**config.mk**
```make
export PLATFORM = sky130hd
export DESIGN_NAME = pss_selector
export DESIGN_NICKNAME = d
export VERILOG_FILES = /design/src/rtl/pss_pkg.sv /design/src/rtl/pss_selector.sv
export SDC_FILE = /design/constraint.sdc
export NUM_CORES = 1
export LEC_CHECK = 0
export ABC_AREA = 1
export BUFFER_PORTS_ARGS = -buffer_cell sky130_fd_sc_hd__clkbuf_2
export CORE_AREA = 2 2 233 235
export CTS_BUF_LIST = sky130_fd_sc_hd__clkbuf_16
export DETAILED_ROUTE_END_ITERATION = 8
export DIE_AREA = 0 0 235 237
export PLACE_DENSITY = 0.68
export SYNTH_ARGS = -nofsm -noshare
export SYNTH_HDL_FRONTEND = slang
export SYNTH_SLANG_ARGS = --single-unit
export TNS_END_PERCENT = 20
```
**constraint.sdc**
```tcl
create_clock -name mclk_i -period 12.8 [get_ports mclk_i]
set_input_delay 0.64 -clock mclk_i [delete_from_list [all_inputs] [get_ports mclk_i]]
set_output_delay 0.64 -clock mclk_i [all_outputs]
set_load 0.02 [all_outputs]
```
**src/rtl/pss_pkg.sv**
```systemverilog
package pss_pkg;

  // widths
  localparam int NTERM = 12;
  localparam int FW = 16;

  // frequencies in 0.1 Hz steps
  localparam logic [15:0] FREQ_MAX = 16'h0FA0;
  localparam logic [15:0] NOT_SEL = 16'h270F;
  localparam logic [15:0] HIGH_INIT = 16'h0258;
  localparam logic [15:0] MID_INIT = 16'h012C;
  localparam logic [15:0] LOW_INIT = 16'h0064;

  // speed numbers
  localparam logic [3:0] SPD_NONE = 4'h0;
  localparam logic [3:0] SPD_HIGH = 4'h1;
  localparam logic [3:0] SPD_MID = 4'h2;
  localparam logic [3:0] SPD_LOW = 4'h3;
  localparam logic [3:0] SPD_FIRST_EXT = 4'h4;
  localparam logic [3:0] SPD_8 = 4'h8;

  // input terminal function codes
  localparam logic [7:0] FN_LOW = 8'h00;
  localparam logic [7:0] FN_MID = 8'h01;
  localparam logic [7:0] FN_HIGH = 8'h02;
  localparam logic [7:0] FN_EXT = 8'h08;
  localparam logic [7:0] FN_NONE = 8'hFF;

  // operation modes and defaults
  localparam logic [7:0] OPM_EXT = 8'h03;
  localparam logic [7:0] OPM_COMB = 8'h04;
  localparam logic [7:0] OPM_INIT = 8'h00;
  localparam logic [15:0] UGRP_ALL = 16'h0000;

  // register byte addresses
  localparam logic [11:0] ADDR_CFG = 12'h000;
  localparam logic [11:0] ADDR_UGRP = 12'h004;
  localparam logic [11:0] ADDR_TFN0 = 12'h008;
  localparam logic [11:0] ADDR_STATUS = 12'h014;
  localparam logic [11:0] ADDR_PRESET = 12'h040;
  localparam int TFN_WORDS = 3;
  localparam int TFN_PER_WORD = 4;

  // config word fields
  localparam int CFG_OPM_LSB = 0;
  localparam int CFG_REM_LSB = 8;
  localparam int CFG_COMP_BIT = 16;
  localparam int CFG_PWR_LSB = 17;

  // status word fields
  localparam int ST_FREQ_LSB = 0;
  localparam int ST_SPD_LSB = 16;
  localparam int ST_SRC_LSB = 20;
  localparam int ST_VALID_BIT = 23;
  localparam int ST_SEL_LSB = 24;

  // frequency source
  typedef enum logic [2:0] {
    SRC_NONE = 3'h0,
    SRC_JOG = 3'h1,
    SRC_PRESET = 3'h3,
    SRC_AN4 = 3'h2,
    SRC_AN2 = 3'h6
  } pss_src_t;

  typedef struct packed {
    logic psel;
    logic penable;
    logic pwrite;
    logic [11:0] paddr;
    logic [31:0] pwdata;
  } pss_apb_req_t;

  typedef struct packed {
    logic [31:0] prdata;
    logic pready;
    logic pslverr;
  } pss_apb_rsp_t;

  typedef struct packed {
    logic valid;
    pss_src_t src;
    logic [15:0] freq;
  } pss_cmd_t;

  typedef struct packed {
    logic [NTERM-1:0] sync1;
    logic [NTERM-1:0] sync2;
    logic [7:0] opm;
    logic [7:0] remote;
    logic comp;
    logic [1:0] pwr;
    logic [15:0] ugrp;
    logic [NTERM-1:0][7:0] tfn;
    logic [15:1][15:0] preset;
    logic [3:0] spd;
    pss_apb_rsp_t rsp;
    pss_cmd_t cmd;
  } pss_state_t;

  function automatic pss_state_t pss_reset_state();
    pss_state_t s;
    s = '0;
    s.opm = OPM_INIT;
    s.ugrp = UGRP_ALL;
    for (int i = 0; i < NTERM; i++) begin
      s.tfn[i] = FN_NONE;
    end
    s.tfn[0] = FN_LOW;
    s.tfn[1] = FN_MID;
    s.tfn[2] = FN_HIGH;
    for (int k = 4; k < 16; k++) begin
      s.preset[k] = NOT_SEL;
    end
    s.preset[1] = HIGH_INIT;
    s.preset[2] = MID_INIT;
    s.preset[3] = LOW_INIT;
    s.cmd.src = SRC_NONE;
    return s;
  endfunction : pss_reset_state

endpackage : pss_pkg

```
**src/rtl/pss_selector.sv**
```systemverilog
// Notes on behaviour
// high select alone commands the high preset, 60 Hz after reset.
// middle select alone commands the middle preset, 30 Hz after reset.
// low select alone commands the low preset, 10 Hz after reset.
// several of high/middle/low together, with their speed 4 to 7 at 9999: the lowest speed asserted wins.
// combinations of all four selects choose speeds 4 to 15.
// speeds 4 to 15 reset to 9999, not selected, so start invalid.
// speed 8 at 9999 with extended select alone commands the low preset.
// extended select comes from any terminal set to function code 8.
// low, middle, high follow terminals coded 0, 1, 2; default terminals 0-2.
// source priority is jog, presets, analog terminal 4, analog terminal 2.
// presets act only in operation mode 3 or 4.
// nonzero remote function disables preset selection entirely.
// analog compensation of the preset applies only when selection is 1.
// preset writes are accepted in any mode, whatever the write selection.
// presets 4 to 15 are writable only while user group read is 0.
// presets 4 to 15 have no mutual priority; one combination, one preset.
// presets hold 0 to 400 Hz, presets 4 to 15 also 9999; other writes are refused.
// with extended select set, speed index is binary {x,h,m,l}, extended select weighted 8.
`timescale 1ns/1ps
module pss_selector #(
  parameter int NTERM = pss_pkg::NTERM
) (
  // clock and reset
  input wire logic mclk_i,
  input wire logic rst_n_i,
  // register bus
  input pss_pkg::pss_apb_req_t apb_i,
  output pss_pkg::pss_apb_rsp_t apb_o,
  // contact input terminals
  input wire logic [NTERM-1:0] term_i,
  // other frequency sources
  input wire logic jog_i,
  input wire logic [15:0] jog_freq_i,
  input wire logic an4_valid_i,
  input wire logic [15:0] an4_freq_i,
  input wire logic an2_valid_i,
  input wire logic [15:0] an2_freq_i,
  input wire logic signed [15:0] comp_i,
  // frequency command
  output pss_pkg::pss_cmd_t cmd_o
);

  pss_pkg::pss_state_t st_ff;
  pss_pkg::pss_state_t nxt_st;

  logic sel_h;
  logic sel_m;
  logic sel_l;
  logic sel_x;
  logic [3:0] sel;
  logic [3:0] spd_raw;
  logic [3:0] spd_low;
  logic [3:0] spd_use;
  logic mode_ok;
  logic pres_ok;
  logic [15:0] pres_freq;
  logic signed [17:0] comp_sum;
  logic [15:0] comp_freq;
  pss_pkg::pss_cmd_t cmd_next;
  logic acc;
  logic is_preset;
  logic [3:0] pidx;
  logic [15:0] wval;
  logic range_ok;
  logic group_ok;
  logic hit;
  logic wr_ok;
  logic [31:0] rd_data;

  // select decode from synchronised terminals
  always_comb begin
    sel_h = 1'b0;
    sel_m = 1'b0;
    sel_l = 1'b0;
    sel_x = 1'b0;
    for (int i = 0; i < NTERM; i++) begin
      sel_l |= st_ff.sync2[i] && (st_ff.tfn[i] == pss_pkg::FN_LOW);
      sel_m |= st_ff.sync2[i] && (st_ff.tfn[i] == pss_pkg::FN_MID);
      sel_h |= st_ff.sync2[i] && (st_ff.tfn[i] == pss_pkg::FN_HIGH);
      sel_x |= st_ff.sync2[i] && (st_ff.tfn[i] == pss_pkg::FN_EXT);
    end
  end

  assign sel = {sel_x, sel_h, sel_m, sel_l};

  // speed number from the select pattern
  always_comb begin
    if (sel_x) begin
      spd_raw = sel;
    end else begin
      unique case ({sel_h, sel_m, sel_l})
        3'b100: spd_raw = pss_pkg::SPD_HIGH;
        3'b010: spd_raw = pss_pkg::SPD_MID;
        3'b001: spd_raw = pss_pkg::SPD_LOW;
        3'b110: spd_raw = 4'h4;
        3'b101: spd_raw = 4'h5;
        3'b011: spd_raw = 4'h6;
        3'b111: spd_raw = 4'h7;
        default: spd_raw = pss_pkg::SPD_NONE;
      endcase
    end
  end

  // fallback when the chosen extended speed is not selected
  always_comb begin
    if (sel_l) begin
      spd_low = pss_pkg::SPD_LOW;
    end else if (sel_m) begin
      spd_low = pss_pkg::SPD_MID;
    end else if (sel_h) begin
      spd_low = pss_pkg::SPD_HIGH;
    end else begin
      spd_low = pss_pkg::SPD_LOW;
    end
    if (spd_raw != pss_pkg::SPD_NONE && st_ff.preset[spd_raw] == pss_pkg::NOT_SEL) begin
      spd_use = spd_low;
    end else begin
      spd_use = spd_raw;
    end
  end

  assign mode_ok = (st_ff.opm == pss_pkg::OPM_EXT) || (st_ff.opm == pss_pkg::OPM_COMB);
  assign pres_ok = mode_ok && (st_ff.remote == 8'h00) && (spd_use != pss_pkg::SPD_NONE);
  assign pres_freq = (spd_use == pss_pkg::SPD_NONE) ? 16'h0000 : st_ff.preset[spd_use];

  // compensation, clamped to the frequency range
  assign comp_sum = $signed({2'b00, pres_freq}) + 18'(comp_i);
  always_comb begin
    if (comp_sum < 18'sh00000) begin
      comp_freq = 16'h0000;
    end else if (comp_sum > $signed({2'b00, pss_pkg::FREQ_MAX})) begin
      comp_freq = pss_pkg::FREQ_MAX;
    end else begin
      comp_freq = comp_sum[15:0];
    end
  end

  // source arbitration
  always_comb begin
    cmd_next = '0;
    if (jog_i) begin
      cmd_next.valid = 1'b1;
      cmd_next.src = pss_pkg::SRC_JOG;
      cmd_next.freq = jog_freq_i;
    end else if (pres_ok) begin
      cmd_next.valid = 1'b1;
      cmd_next.src = pss_pkg::SRC_PRESET;
      cmd_next.freq = st_ff.comp ? comp_freq : pres_freq;
    end else if (an4_valid_i) begin
      cmd_next.valid = 1'b1;
      cmd_next.src = pss_pkg::SRC_AN4;
      cmd_next.freq = an4_freq_i;
    end else if (an2_valid_i) begin
      cmd_next.valid = 1'b1;
      cmd_next.src = pss_pkg::SRC_AN2;
      cmd_next.freq = an2_freq_i;
    end else begin
      cmd_next.src = pss_pkg::SRC_NONE;
    end
  end

  // bus decode
  assign acc = apb_i.psel && apb_i.penable && !st_ff.rsp.pready;
  assign is_preset = (apb_i.paddr[11:6] == pss_pkg::ADDR_PRESET[11:6])
    && (apb_i.paddr[5:2] != 4'h0) && (apb_i.paddr[1:0] == 2'b00);
  assign pidx = apb_i.paddr[5:2];
  assign wval = apb_i.pwdata[15:0];
  assign range_ok = (apb_i.pwdata[31:16] == 16'h0000) && ((wval <= pss_pkg::FREQ_MAX)
    || (pidx >= pss_pkg::SPD_FIRST_EXT && wval == pss_pkg::NOT_SEL));
  assign group_ok = (pidx < pss_pkg::SPD_FIRST_EXT) || (st_ff.ugrp == pss_pkg::UGRP_ALL);

  always_comb begin
    hit = 1'b0;
    rd_data = 32'h0000_0000;
    if (is_preset) begin
      hit = 1'b1;
      rd_data = {16'h0000, st_ff.preset[pidx]};
    end
    if (apb_i.paddr == pss_pkg::ADDR_CFG) begin
      hit = 1'b1;
      rd_data[pss_pkg::CFG_OPM_LSB +: 8] = st_ff.opm;
      rd_data[pss_pkg::CFG_REM_LSB +: 8] = st_ff.remote;
      rd_data[pss_pkg::CFG_COMP_BIT] = st_ff.comp;
      rd_data[pss_pkg::CFG_PWR_LSB +: 2] = st_ff.pwr;
    end
    if (apb_i.paddr == pss_pkg::ADDR_UGRP) begin
      hit = 1'b1;
      rd_data = {16'h0000, st_ff.ugrp};
    end
    for (int w = 0; w < pss_pkg::TFN_WORDS; w++) begin
      if (apb_i.paddr == pss_pkg::ADDR_TFN0 + 12'(4 * w)) begin
        hit = 1'b1;
        for (int i = 0; i < pss_pkg::TFN_PER_WORD; i++) begin
          rd_data[8*i +: 8] = st_ff.tfn[pss_pkg::TFN_PER_WORD*w + i];
        end
      end
    end
    if (apb_i.paddr == pss_pkg::ADDR_STATUS) begin
      hit = 1'b1;
      rd_data[pss_pkg::ST_FREQ_LSB +: 16] = st_ff.cmd.freq;
      rd_data[pss_pkg::ST_SPD_LSB +: 4] = st_ff.spd;
      rd_data[pss_pkg::ST_SRC_LSB +: 3] = st_ff.cmd.src;
      rd_data[pss_pkg::ST_VALID_BIT] = st_ff.cmd.valid;
      rd_data[pss_pkg::ST_SEL_LSB +: 4] = sel;
    end
  end

  // preset writes ignore the write selection field
  assign wr_ok = !is_preset || (range_ok && group_ok);

  always_comb begin
    nxt_st = st_ff;
    nxt_st.sync1 = term_i;
    nxt_st.sync2 = st_ff.sync1;
    nxt_st.rsp.pready = 1'b0;
    nxt_st.rsp.pslverr = 1'b0;
    if (acc) begin
      nxt_st.rsp.pready = 1'b1;
      nxt_st.rsp.prdata = apb_i.pwrite ? 32'h0000_0000 : rd_data;
      nxt_st.rsp.pslverr = !hit || (apb_i.pwrite && !wr_ok);
      if (apb_i.pwrite && hit && wr_ok) begin
        if (is_preset) begin
          nxt_st.preset[pidx] = wval;
        end
        if (apb_i.paddr == pss_pkg::ADDR_CFG) begin
          nxt_st.opm = apb_i.pwdata[pss_pkg::CFG_OPM_LSB +: 8];
          nxt_st.remote = apb_i.pwdata[pss_pkg::CFG_REM_LSB +: 8];
          nxt_st.comp = apb_i.pwdata[pss_pkg::CFG_COMP_BIT];
          nxt_st.pwr = apb_i.pwdata[pss_pkg::CFG_PWR_LSB +: 2];
        end
        if (apb_i.paddr == pss_pkg::ADDR_UGRP) begin
          nxt_st.ugrp = apb_i.pwdata[15:0];
        end
        for (int w = 0; w < pss_pkg::TFN_WORDS; w++) begin
          if (apb_i.paddr == pss_pkg::ADDR_TFN0 + 12'(4 * w)) begin
            for (int i = 0; i < pss_pkg::TFN_PER_WORD; i++) begin
              nxt_st.tfn[pss_pkg::TFN_PER_WORD*w + i] = apb_i.pwdata[8*i +: 8];
            end
          end
        end
      end
    end
    nxt_st.cmd = cmd_next;
    nxt_st.spd = (pres_ok && !jog_i) ? spd_use : pss_pkg::SPD_NONE;
  end

  always_ff @(posedge mclk_i) begin
    if (!rst_n_i) begin
      st_ff <= pss_pkg::pss_reset_state();
    end else begin
      st_ff <= nxt_st;
    end
  end

  assign apb_o = st_ff.rsp;
  assign cmd_o = st_ff.cmd;

  a_high_only: assert property (@(posedge mclk_i) disable iff (!rst_n_i)
    (!jog_i && pres_ok && sel == 4'b0100 && !st_ff.comp)
    |=> (cmd_o.src == pss_pkg::SRC_PRESET) && (cmd_o.freq == $past(st_ff.preset[1])))
    else $error("high select did not command the high preset");

  a_mid_only: assert property (@(posedge mclk_i) disable iff (!rst_n_i)
    (!jog_i && pres_ok && sel == 4'b0010 && !st_ff.comp)
    |=> cmd_o.freq == $past(st_ff.preset[2]))
    else $error("middle select did not command the middle preset");

  a_low_only: assert property (@(posedge mclk_i) disable iff (!rst_n_i)
    (!jog_i && pres_ok && sel == 4'b0001 && !st_ff.comp)
    |=> cmd_o.freq == $past(st_ff.preset[3]))
    else $error("low select did not command the low preset");

  a_lowest_wins: assert property (@(posedge mclk_i) disable iff (!rst_n_i)
    (!jog_i && pres_ok && sel == 4'b0110 && st_ff.preset[4] == pss_pkg::NOT_SEL
     && !st_ff.comp)
    |=> cmd_o.freq == $past(st_ff.preset[2]))
    else $error("high plus middle did not fall to the middle preset");

  a_ext_fallback: assert property (@(posedge mclk_i) disable iff (!rst_n_i)
    (!jog_i && pres_ok && sel == 4'b1000 && st_ff.preset[8] == pss_pkg::NOT_SEL
     && !st_ff.comp)
    ##1 1'b1 |-> cmd_o.freq == $past(st_ff.preset[3]) && st_ff.spd == pss_pkg::SPD_LOW)
    else $error("extended alone with speed 8 unset did not use the low preset");

  a_jog_first: assert property (@(posedge mclk_i) disable iff (!rst_n_i)
    jog_i |=> (cmd_o.src == pss_pkg::SRC_JOG) && (cmd_o.freq == $past(jog_freq_i)))
    else $error("jog did not take priority");

  a_mode_gate: assert property (@(posedge mclk_i) disable iff (!rst_n_i)
    (!mode_ok || st_ff.remote != 8'h00) |=> cmd_o.src != pss_pkg::SRC_PRESET)
    else $error("preset selected outside its operation mode");

  a_range_reject: assert property (@(posedge mclk_i) disable iff (!rst_n_i)
    (acc && apb_i.pwrite && is_preset && !range_ok)
    |=> apb_o.pready && apb_o.pslverr
        && st_ff.preset[$past(pidx)] == $past(st_ff.preset[pidx]))
    else $error("out of range preset write was not refused");

  a_group_lock: assert property (@(posedge mclk_i) disable iff (!rst_n_i)
    (acc && apb_i.pwrite && is_preset && pidx >= pss_pkg::SPD_FIRST_EXT
     && st_ff.ugrp != pss_pkg::UGRP_ALL)
    |=> st_ff.preset[$past(pidx)] == $past(st_ff.preset[pidx]))
    else $error("extended preset written while user group locked");

  a_preset_store: assert property (@(posedge mclk_i) disable iff (!rst_n_i)
    (acc && apb_i.pwrite && is_preset && range_ok && group_ok)
    |=> !apb_o.pslverr && (st_ff.preset[$past(pidx)] == $past(wval)))
    else $error("legal preset write was not stored");

  a_ext_binary: assert property (@(posedge mclk_i) disable iff (!rst_n_i)
    (!jog_i && pres_ok && sel_x && st_ff.preset[sel] != pss_pkg::NOT_SEL && !st_ff.comp)
    |=> (st_ff.spd == $past(sel)) && (cmd_o.freq == $past(st_ff.preset[sel])))
    else $error("extended combination did not choose its own preset");

  a_unset_skip: assert property (@(posedge mclk_i) disable iff (!rst_n_i)
    (!jog_i && pres_ok && sel_x && st_ff.preset[sel] == pss_pkg::NOT_SEL)
    |=> st_ff.spd != $past(sel))
    else $error("unset extended speed was commanded");

  a_no_comp: assert property (@(posedge mclk_i) disable iff (!rst_n_i)
    (!jog_i && pres_ok && !st_ff.comp)
    |=> (cmd_o.src == pss_pkg::SRC_PRESET) && (cmd_o.freq == $past(pres_freq)))
    else $error("preset compensated while compensation is off");

  a_comp_clamp: assert property (@(posedge mclk_i) disable iff (!rst_n_i)
    (!jog_i && pres_ok && st_ff.comp)
    |=> (cmd_o.src == pss_pkg::SRC_PRESET) && (cmd_o.freq <= pss_pkg::FREQ_MAX))
    else $error("compensated preset left the frequency range");

  a_an4_next: assert property (@(posedge mclk_i) disable iff (!rst_n_i)
    (!jog_i && !pres_ok && an4_valid_i)
    |=> (cmd_o.src == pss_pkg::SRC_AN4) && (cmd_o.freq == $past(an4_freq_i)))
    else $error("analog terminal 4 did not follow the presets");

  a_an2_last: assert property (@(posedge mclk_i) disable iff (!rst_n_i)
    (!jog_i && !pres_ok && !an4_valid_i && an2_valid_i)
    |=> (cmd_o.src == pss_pkg::SRC_AN2) && (cmd_o.freq == $past(an2_freq_i)))
    else $error("analog terminal 2 did not come last");

  a_idle_none: assert property (@(posedge mclk_i) disable iff (!rst_n_i)
    (!jog_i && !pres_ok && !an4_valid_i && !an2_valid_i)
    |=> !cmd_o.valid && (cmd_o.src == pss_pkg::SRC_NONE))
    else $error("command present with no source");

endmodule : pss_selector

```
**Word level (Yosys, flattened, before mapping)**

Index checks and enable logic that the tools add are counted.

- Register bits: 453
- Input port bits: 128
- Output and inout bits: 54
- Logic and storage cells: 296

- Add/sub/neg operators: 1
- Order comparisons: 9
- Equal/unequal tests: 53
- Multiplexer cells: 41
- Bitwise operators: 45
- Reduce and logical (&&, ||, !) cells: 104

Operator list:

| operator | number |
|---|---|
| $bwmux W240 | 1 |
| $bmux W16 S4 | 3 |
| $mux W16 | 10 |
| $mux W32 | 5 |
| $eq A8 B2 Y1 const B | 13 |
| $logic_not A8 Y1 | 13 |
| $eq A8 B1 Y1 const B | 12 |
| $eq A8 B4 Y1 const B | 12 |
| $demux W16 S4 | 1 |
| $logic_and A1 B1 Y1 | 63 |
| $mux W20 | 3 |
| $or A1 B1 Y1 | 44 |
| $eq A16 B14 Y1 const B | 2 |
| $logic_not A16 Y1 | 2 |
| $mux W28 | 1 |
| $eq A12 B4 Y1 const B | 2 |
| $eq A12 B5 Y1 const B | 2 |
| $pmux W3 S7 | 1 |
| $mux W19 | 1 |
| $add A17 B16 Y18 | 1 |
| $gt A18 B13 Y1 const B | 1 |
| $lt A18 B1 Y1 const B | 1 |
| $reduce_and A3 Y1 | 6 |
| $le A16 B12 Y1 const B | 1 |
| other kinds (24) | 52 |

**Longest topological paths before layout**

- Depth in word-level cells: 31
- Depth in mapped cells: 59

**Worst setup path before layout**

Ideal clock, no wire load.

- Path kind: register -> register
- Start: reg st_ff[328] (netlist bit)
- End: reg st_ff (netlist bit cmd_o[11])
- Data arrival time: 5.483 ns
- Required time: 12.688 ns
- Setup slack: 7.205 ns
- Cell stages (with the launch flop): 56
- Clock period less this slack: 5.595 ns
- Cell sequence: dfxtp_1 -> nor2_1 -> nand2_1 -> nor2_1 -> nand2_1 -> nand4_1 -> nor2_8 -> nand2_2 -> nand2_4 -> nand2_4 -> buf_6 -> o21ai_1 -> nand2_1 -> nor2_1 -> nor2_1 -> nor2_2 -> nand2_4 -> nand2_8 -> [20 not listed] -> nand2_1 -> nand2_1 -> nand2_1 -> nand2_1 -> a21boi_0 -> o21ai_0 -> or2_2 -> nand2_1 -> inv_1 -> nor3_1 -> nand2_1 -> nand3_1 -> buf_4 -> nand2_1 -> nand2_1 -> nand3_1 -> nand2_1 -> nand2_1

- Longest elaborated chain between the ends: 29
- Elaborated cells on any way between the ends: 76

RTL lines:

| what | line | RTL |
|---|---|---|
| from (decl) | pss_selector.sv:44 | `pss_pkg::pss_state_t st_ff;` |
| from (signal assigned) | pss_selector.sv:250 | `st_ff <= pss_pkg::pss_reset_state();` |
| from (signal assigned) | pss_selector.sv:252 | `st_ff <= nxt_st;` |
| $eq A8 B1 Y1, or another cell as far along | pss_selector.sv:79 | `sel_m \|= st_ff.sync2[i] && (st_ff.tfn[i] == pss_pkg::FN_MID);` |
| $logic_and A1 B1 Y1, on equally long branches | pss_selector.sv:79, pss_selector.sv:78, pss_selector.sv:80 |  |
| $or A1 B1 Y1, on equally long branches (9 in a row) | pss_selector.sv:79, pss_selector.sv:78, pss_selector.sv:80 |  |
| $eq A3 B3 Y1, or another cell as far along | pss_selector.sv:92 | `unique case ({sel_h, sel_m, sel_l})` |
| $pmux W3 S7 | pss_selector.sv:92 |  |
| $mux W4 | pss_selector.sv:89 | `if (sel_x) begin` |
| $bmux W16 S4 | pss_selector.sv:116 | `if (spd_raw != pss_pkg::SPD_NONE && st_ff.preset[spd_raw] == pss_pkg::NOT_SEL) begin` |
| $mux W16 (not written as such) | pss_selector.sv:116 |  |
| [5 not listed] | n/a |  |
| $mux W16 | pss_selector.sv:125 | `assign pres_freq = (spd_use == pss_pkg::SPD_NONE) ? 16'h0000 : st_ff.preset[spd_use];` |
| $add A17 B16 Y18 | pss_selector.sv:128 | `assign comp_sum = $signed({2'b00, pres_freq}) + 18'(comp_i);` |
| $gt A18 B13 Y1 | pss_selector.sv:132 | `end else if (comp_sum > $signed({2'b00, pss_pkg::FREQ_MAX})) begin` |
| $mux W16 | pss_selector.sv:132 |  |
| $mux W16 | pss_selector.sv:130 | `if (comp_sum < 18'sh00000) begin` |
| $mux W16 | pss_selector.sv:149 | `cmd_next.freq = st_ff.comp ? comp_freq : pres_freq;` |
| $mux W20 * | pss_selector.sv:146 | `end else if (pres_ok) begin` |
| $mux W20 * | pss_selector.sv:142 | `if (jog_i) begin` |

Mark *: on every way between the ends. The rest lies on a longest branch, timed or not. The select of a mux whose other input is x is not followed.
A chain may end at the register's enable or synchronous reset.

**Final worst setup path**

- Start: reg st_ff[366] (netlist bit)
- End: reg st_ff (netlist bit cmd_o[9])

- Longest elaborated chain between the ends: 24
- Elaborated cells on any way between the ends: 56

RTL lines:

| what | line |
|---|---|
| $eq A8 B1 Y1, or another cell as far along | pss_selector.sv:79 |
| $logic_and A1 B1 Y1, on equally long branches | pss_selector.sv:79, pss_selector.sv:78, pss_selector.sv:80 |
| $or A1 B1 Y1, on equally long branches (4 in a row) | pss_selector.sv:79, pss_selector.sv:78, pss_selector.sv:80 |
| $eq A3 B3 Y1, or another cell as far along | pss_selector.sv:92 |
| $pmux W3 S7 | pss_selector.sv:92 |
| $mux W4 | pss_selector.sv:89 |
| $bmux W16 S4 | pss_selector.sv:116 |
| $mux W16 (not written as such) | pss_selector.sv:116 |
| [5 not listed] | n/a |
| $mux W16 | pss_selector.sv:125 |
| $add A17 B16 Y18 | pss_selector.sv:128 |
| $gt A18 B13 Y1 | pss_selector.sv:132 |
| $mux W16 | pss_selector.sv:132 |
| $mux W16 | pss_selector.sv:130 |
| $mux W16 | pss_selector.sv:149 |
| $mux W20 * | pss_selector.sv:146 |
| $mux W20 * | pss_selector.sv:142 |

Marked as above.

==> summary.md <==
| Metric | Value |
|---|---|
| Part of the power in combinational logic | `11.6%` |
| Synthesized cell area | `26400 um2` |
| CTS hold repair buffers | `0` |
| Vias per cell | `6.21` |
| Outcome | `finished clean` |
| Crit path to | `cmd_o[9]` |
| Worst Hold Class | `in -> reg` |
| Share of cells above drive strength 1 | `9.77%` |
| Final WL | `109000 um` |
| Setup bufs post-CTS | `0` |
| FF+latch area | `9070 um2` |
| Total gr overflow | `0` |
| DP Cell Count | `4563` |
| Crit Path Max Fanout | `84` |
| Vias in the first global route | `25800` |
| Syn avg cell area | `6.64 um2` |
| Fin Hold WS | `0.188 ns` |
| Core region area | `53300 um2` |
| Place WS | `3.77 ns` |
| Final Non-Filler Cells | `4657` |
| Tot Pwr | `3.29 mW` |
| DR iter-0 viols | `3884` |
| Filler Cell Count | `5380` |
| Seq/Total Area, Yosys | `34.4%` |
| Multi-input gate area | `14200 um2` |
| Die Wd | `235 um` |
| Worst Reg-to-Reg Cells | `50` |
| Layout net count | `4065` |
| Starting Density | `49.5%` |
| CTS H-tree depth | `2` |
| Setup violations, final | `0` |
| Sequential power share | `43.3%` |
| Largest net degree at the start of global routing | `114` |
| Net Sw Frac | `28.2%` |
| Maximum VDD drop | `0.000119 V` |
| Setup_tns | `0 ns` |
| CTS buffer count | `50` |
| Hpwl dp | `76400 um` |
| Net Switching | `928 uW` |
| Crit share post-route | `73.0%` |
| Post-place instance area | `26900 um2` |
| Design Area, Final | `28500 um2` |
| Clock share of power | `45.0%` |
| First-pass GRT wire length | `162000 um` |
| Max Cap Violations | `0` |
| Clock transition at the registers of the reported paths | `0.07 ns` |
| Most frequent cells in the layout | `nand2_1 (928), dfxtp_1 (453), nand3_1 (434)` |
| Slew HR | `19.4%` |
| WL/cell | `23.4 um` |
| Commonest non-fill, non-tap cell in the layout | `nand2_1` |
| R2r setup slk | `3.45 ns` |
| Area grow syn2layout | `8.18%` |
| Fin crit period | `9.35 ns` |
| Post-route setup slack | `3.45 ns` |
| ANT nets after route | `0` |
| Ys async rst share | `0%` |
| Worst Setup End Kind | `flip-flop` |
| Die height | `237 um` |
| Int Pwr | `2.36 mW` |
| Fin util | `53.6%` |
| CTS Sinks | `453` |
| Rows | `85` |
| Clock root buffer | `clkbuf_16` |
| CP arrival | `9.84 ns` |
| FF+latch count, synth | `453` |
| Post_cts resized | `0` |
| Unrepaired setup endpoints after global routing | `no` |
| R2r startpoint | `st_ff[366]` |
| Max incr delay on CP | `0.92 ns` |
| Initial antenna violation count | `2` |
| Largest buffer count on any clock path | `3` |
| WP data required | `13.30 ns` |
| Post-synth EDFFs | `0` |
| I/O Pins | `182` |
| Worst setup SP type | `flip-flop` |
| Slew Viols, Final | `0` |
| Setup crit start | `st_ff[366]` |
| CTS tree | `yes` |
| Actual slew at the worst max-slew pin | `1.21 ns` |
| IO Port Bufs | `181` |
| Gate count after technology mapping | `3971` |
| CP most frequent cell | `nand2_1` |
| Final hold vios | `0` |
| Routability cong. | `1.07` |
| Mapped Nets | `4117` |
| Critical path class | `reg -> reg` |
| Die area | `55700 um2` |
| Global Route Usage Sum | `37.7%` |
| Vias | `28900` |
| Slowest CP cell | `inv_2` |
| Fmax achieved | `0.107 GHz` |
| Power Density | `115 nW/um2` |
| Leakage | `13.5 nW` |
| Drt pass-1 iters | `9` |
| Synthesis warning total | `0` |
| Clock skew | `0.0458 ns` |
| Skew-Pair Late Insertion Delay | `0.64 ns` |
| DRC | `0` |
| Top_reg_cell synth | `dfxtp_1` |
| Post-synth cell types | `54` |
| R2R Path End | `cmd_o[9]` |
synthesized netlist by cell type, types with 7 or more instances:
cell	count	area share [%]
a211oi_1	18	0.51
a21oi_1	250	4.7
a22oi_1	9	0.26
buf_1	10	0.14
buf_2	68	1.3
buf_4	64	1.8
buf_6	17	0.73
clkbuf_1	170	2.4
clkinv_1	13	0.18
dfxtp_1	453	34
ha_1	17	0.81
inv_1	364	5.2
inv_2	25	0.36
nand2_1	929	13
nand2_2	7	0.17
nand2_4	7	0.30
nand3_1	435	8.3
nand3b_1	22	0.63
nand4_1	85	2.0
nor2_1	217	3.1
nor2_2	11	0.26
nor3_1	78	1.5
nor4_1	26	0.62
o211ai_1	202	5.7
o21ai_0	244	4.6
o21ai_1	11	0.21
o221ai_1	50	1.7
o22ai_1	102	2.4
xor2_1	12	0.40
worst max-delay path: cells and delay by family, from the launching register on:
family	cells	cell delay, ns
AO/OA/AOI/OAI	5	0.86
adder cells (fa/ha/maj)	1	0.27
buffers and inverters	5	1.69
flip-flops	1	0.31
AND/OR/NAND/NOR	39	5.94
how the worst min path moves through the flow:
stage | endpoint | depth (start not counted) | start
6_report | nxt_st[440] | 3 | term_i[11]
3_3_place_gp | st_ff[433] | 2 | nxt_st[433]
2_1_floorplan | st_ff[429] | 2 | nxt_st[429]
4_1_cts | nxt_st[440] | 3 | term_i[11]
5_1_grt | nxt_st[440] | 3 | term_i[11]
3_5_place_dp | st_ff[433] | 2 | nxt_st[433]
power groups by stage:
| stage | logic, mW | registers (mW) | clock network (mW) |
|---|---|---|---|
| floorplan | 0.252 | 1.45 | 0 |
| global placement | 0.368 | 1.46 | 0 |
| detailed placement | 0.367 | 1.46 | 0 |
| CTS | 0.369 | 1.42 | 1.50 |
| global route | 0.408 | 1.42 | 1.55 |
| finish | 0.382 | 1.42 | 1.48 |
cells by family (layout without fill, tap and decap cells):
| group | count (synthesis) | count (layout) | synth area share, % |
|---|---|---|---|
| simple gates | 1842 | 1842 | 31.1 |
| fa+ha+maj | 18 | 18 | 0.882 |
| buf+inv | 732 | 721 | 12.1 |
| compound gates | 912 | 912 | 21.1 |
| xor+xnor | 14 | 14 | 0.465 |
| other cells | 0 | 1 | 0 |
| flops | 453 | 453 | 34.4 |
state kept, by name (all words and copies together), names as in the netlist:
register / cells
st_ff: 387
apb_o: 34
cmd_o: 20
nxt_st: 12
final cells by class:
| class | count | share of cell area (%) |
|---|---|---|
| antenna | 1 | 0.00877 |
| clock buffer | 50 | 4.38 |
| clock inverter | 43 | 1.50 |
| inverter | 403 | 5.31 |
| multi-input combinational | 2786 | 49.6 |
| sequential | 453 | 31.8 |
| tap | 696 | 3.05 |
| timing repair buffer | 225 | 4.37 |
metal layers:
layer	wire length (um)	part of all wire (%)	GRT usage [%]
met2	45800	42	56.0
met3	12400	11	7.72
met5	0	0	0
met1	41800	38	48.6
met4	9100	8.3	27.2
Power figures use the tool's default switching activity.
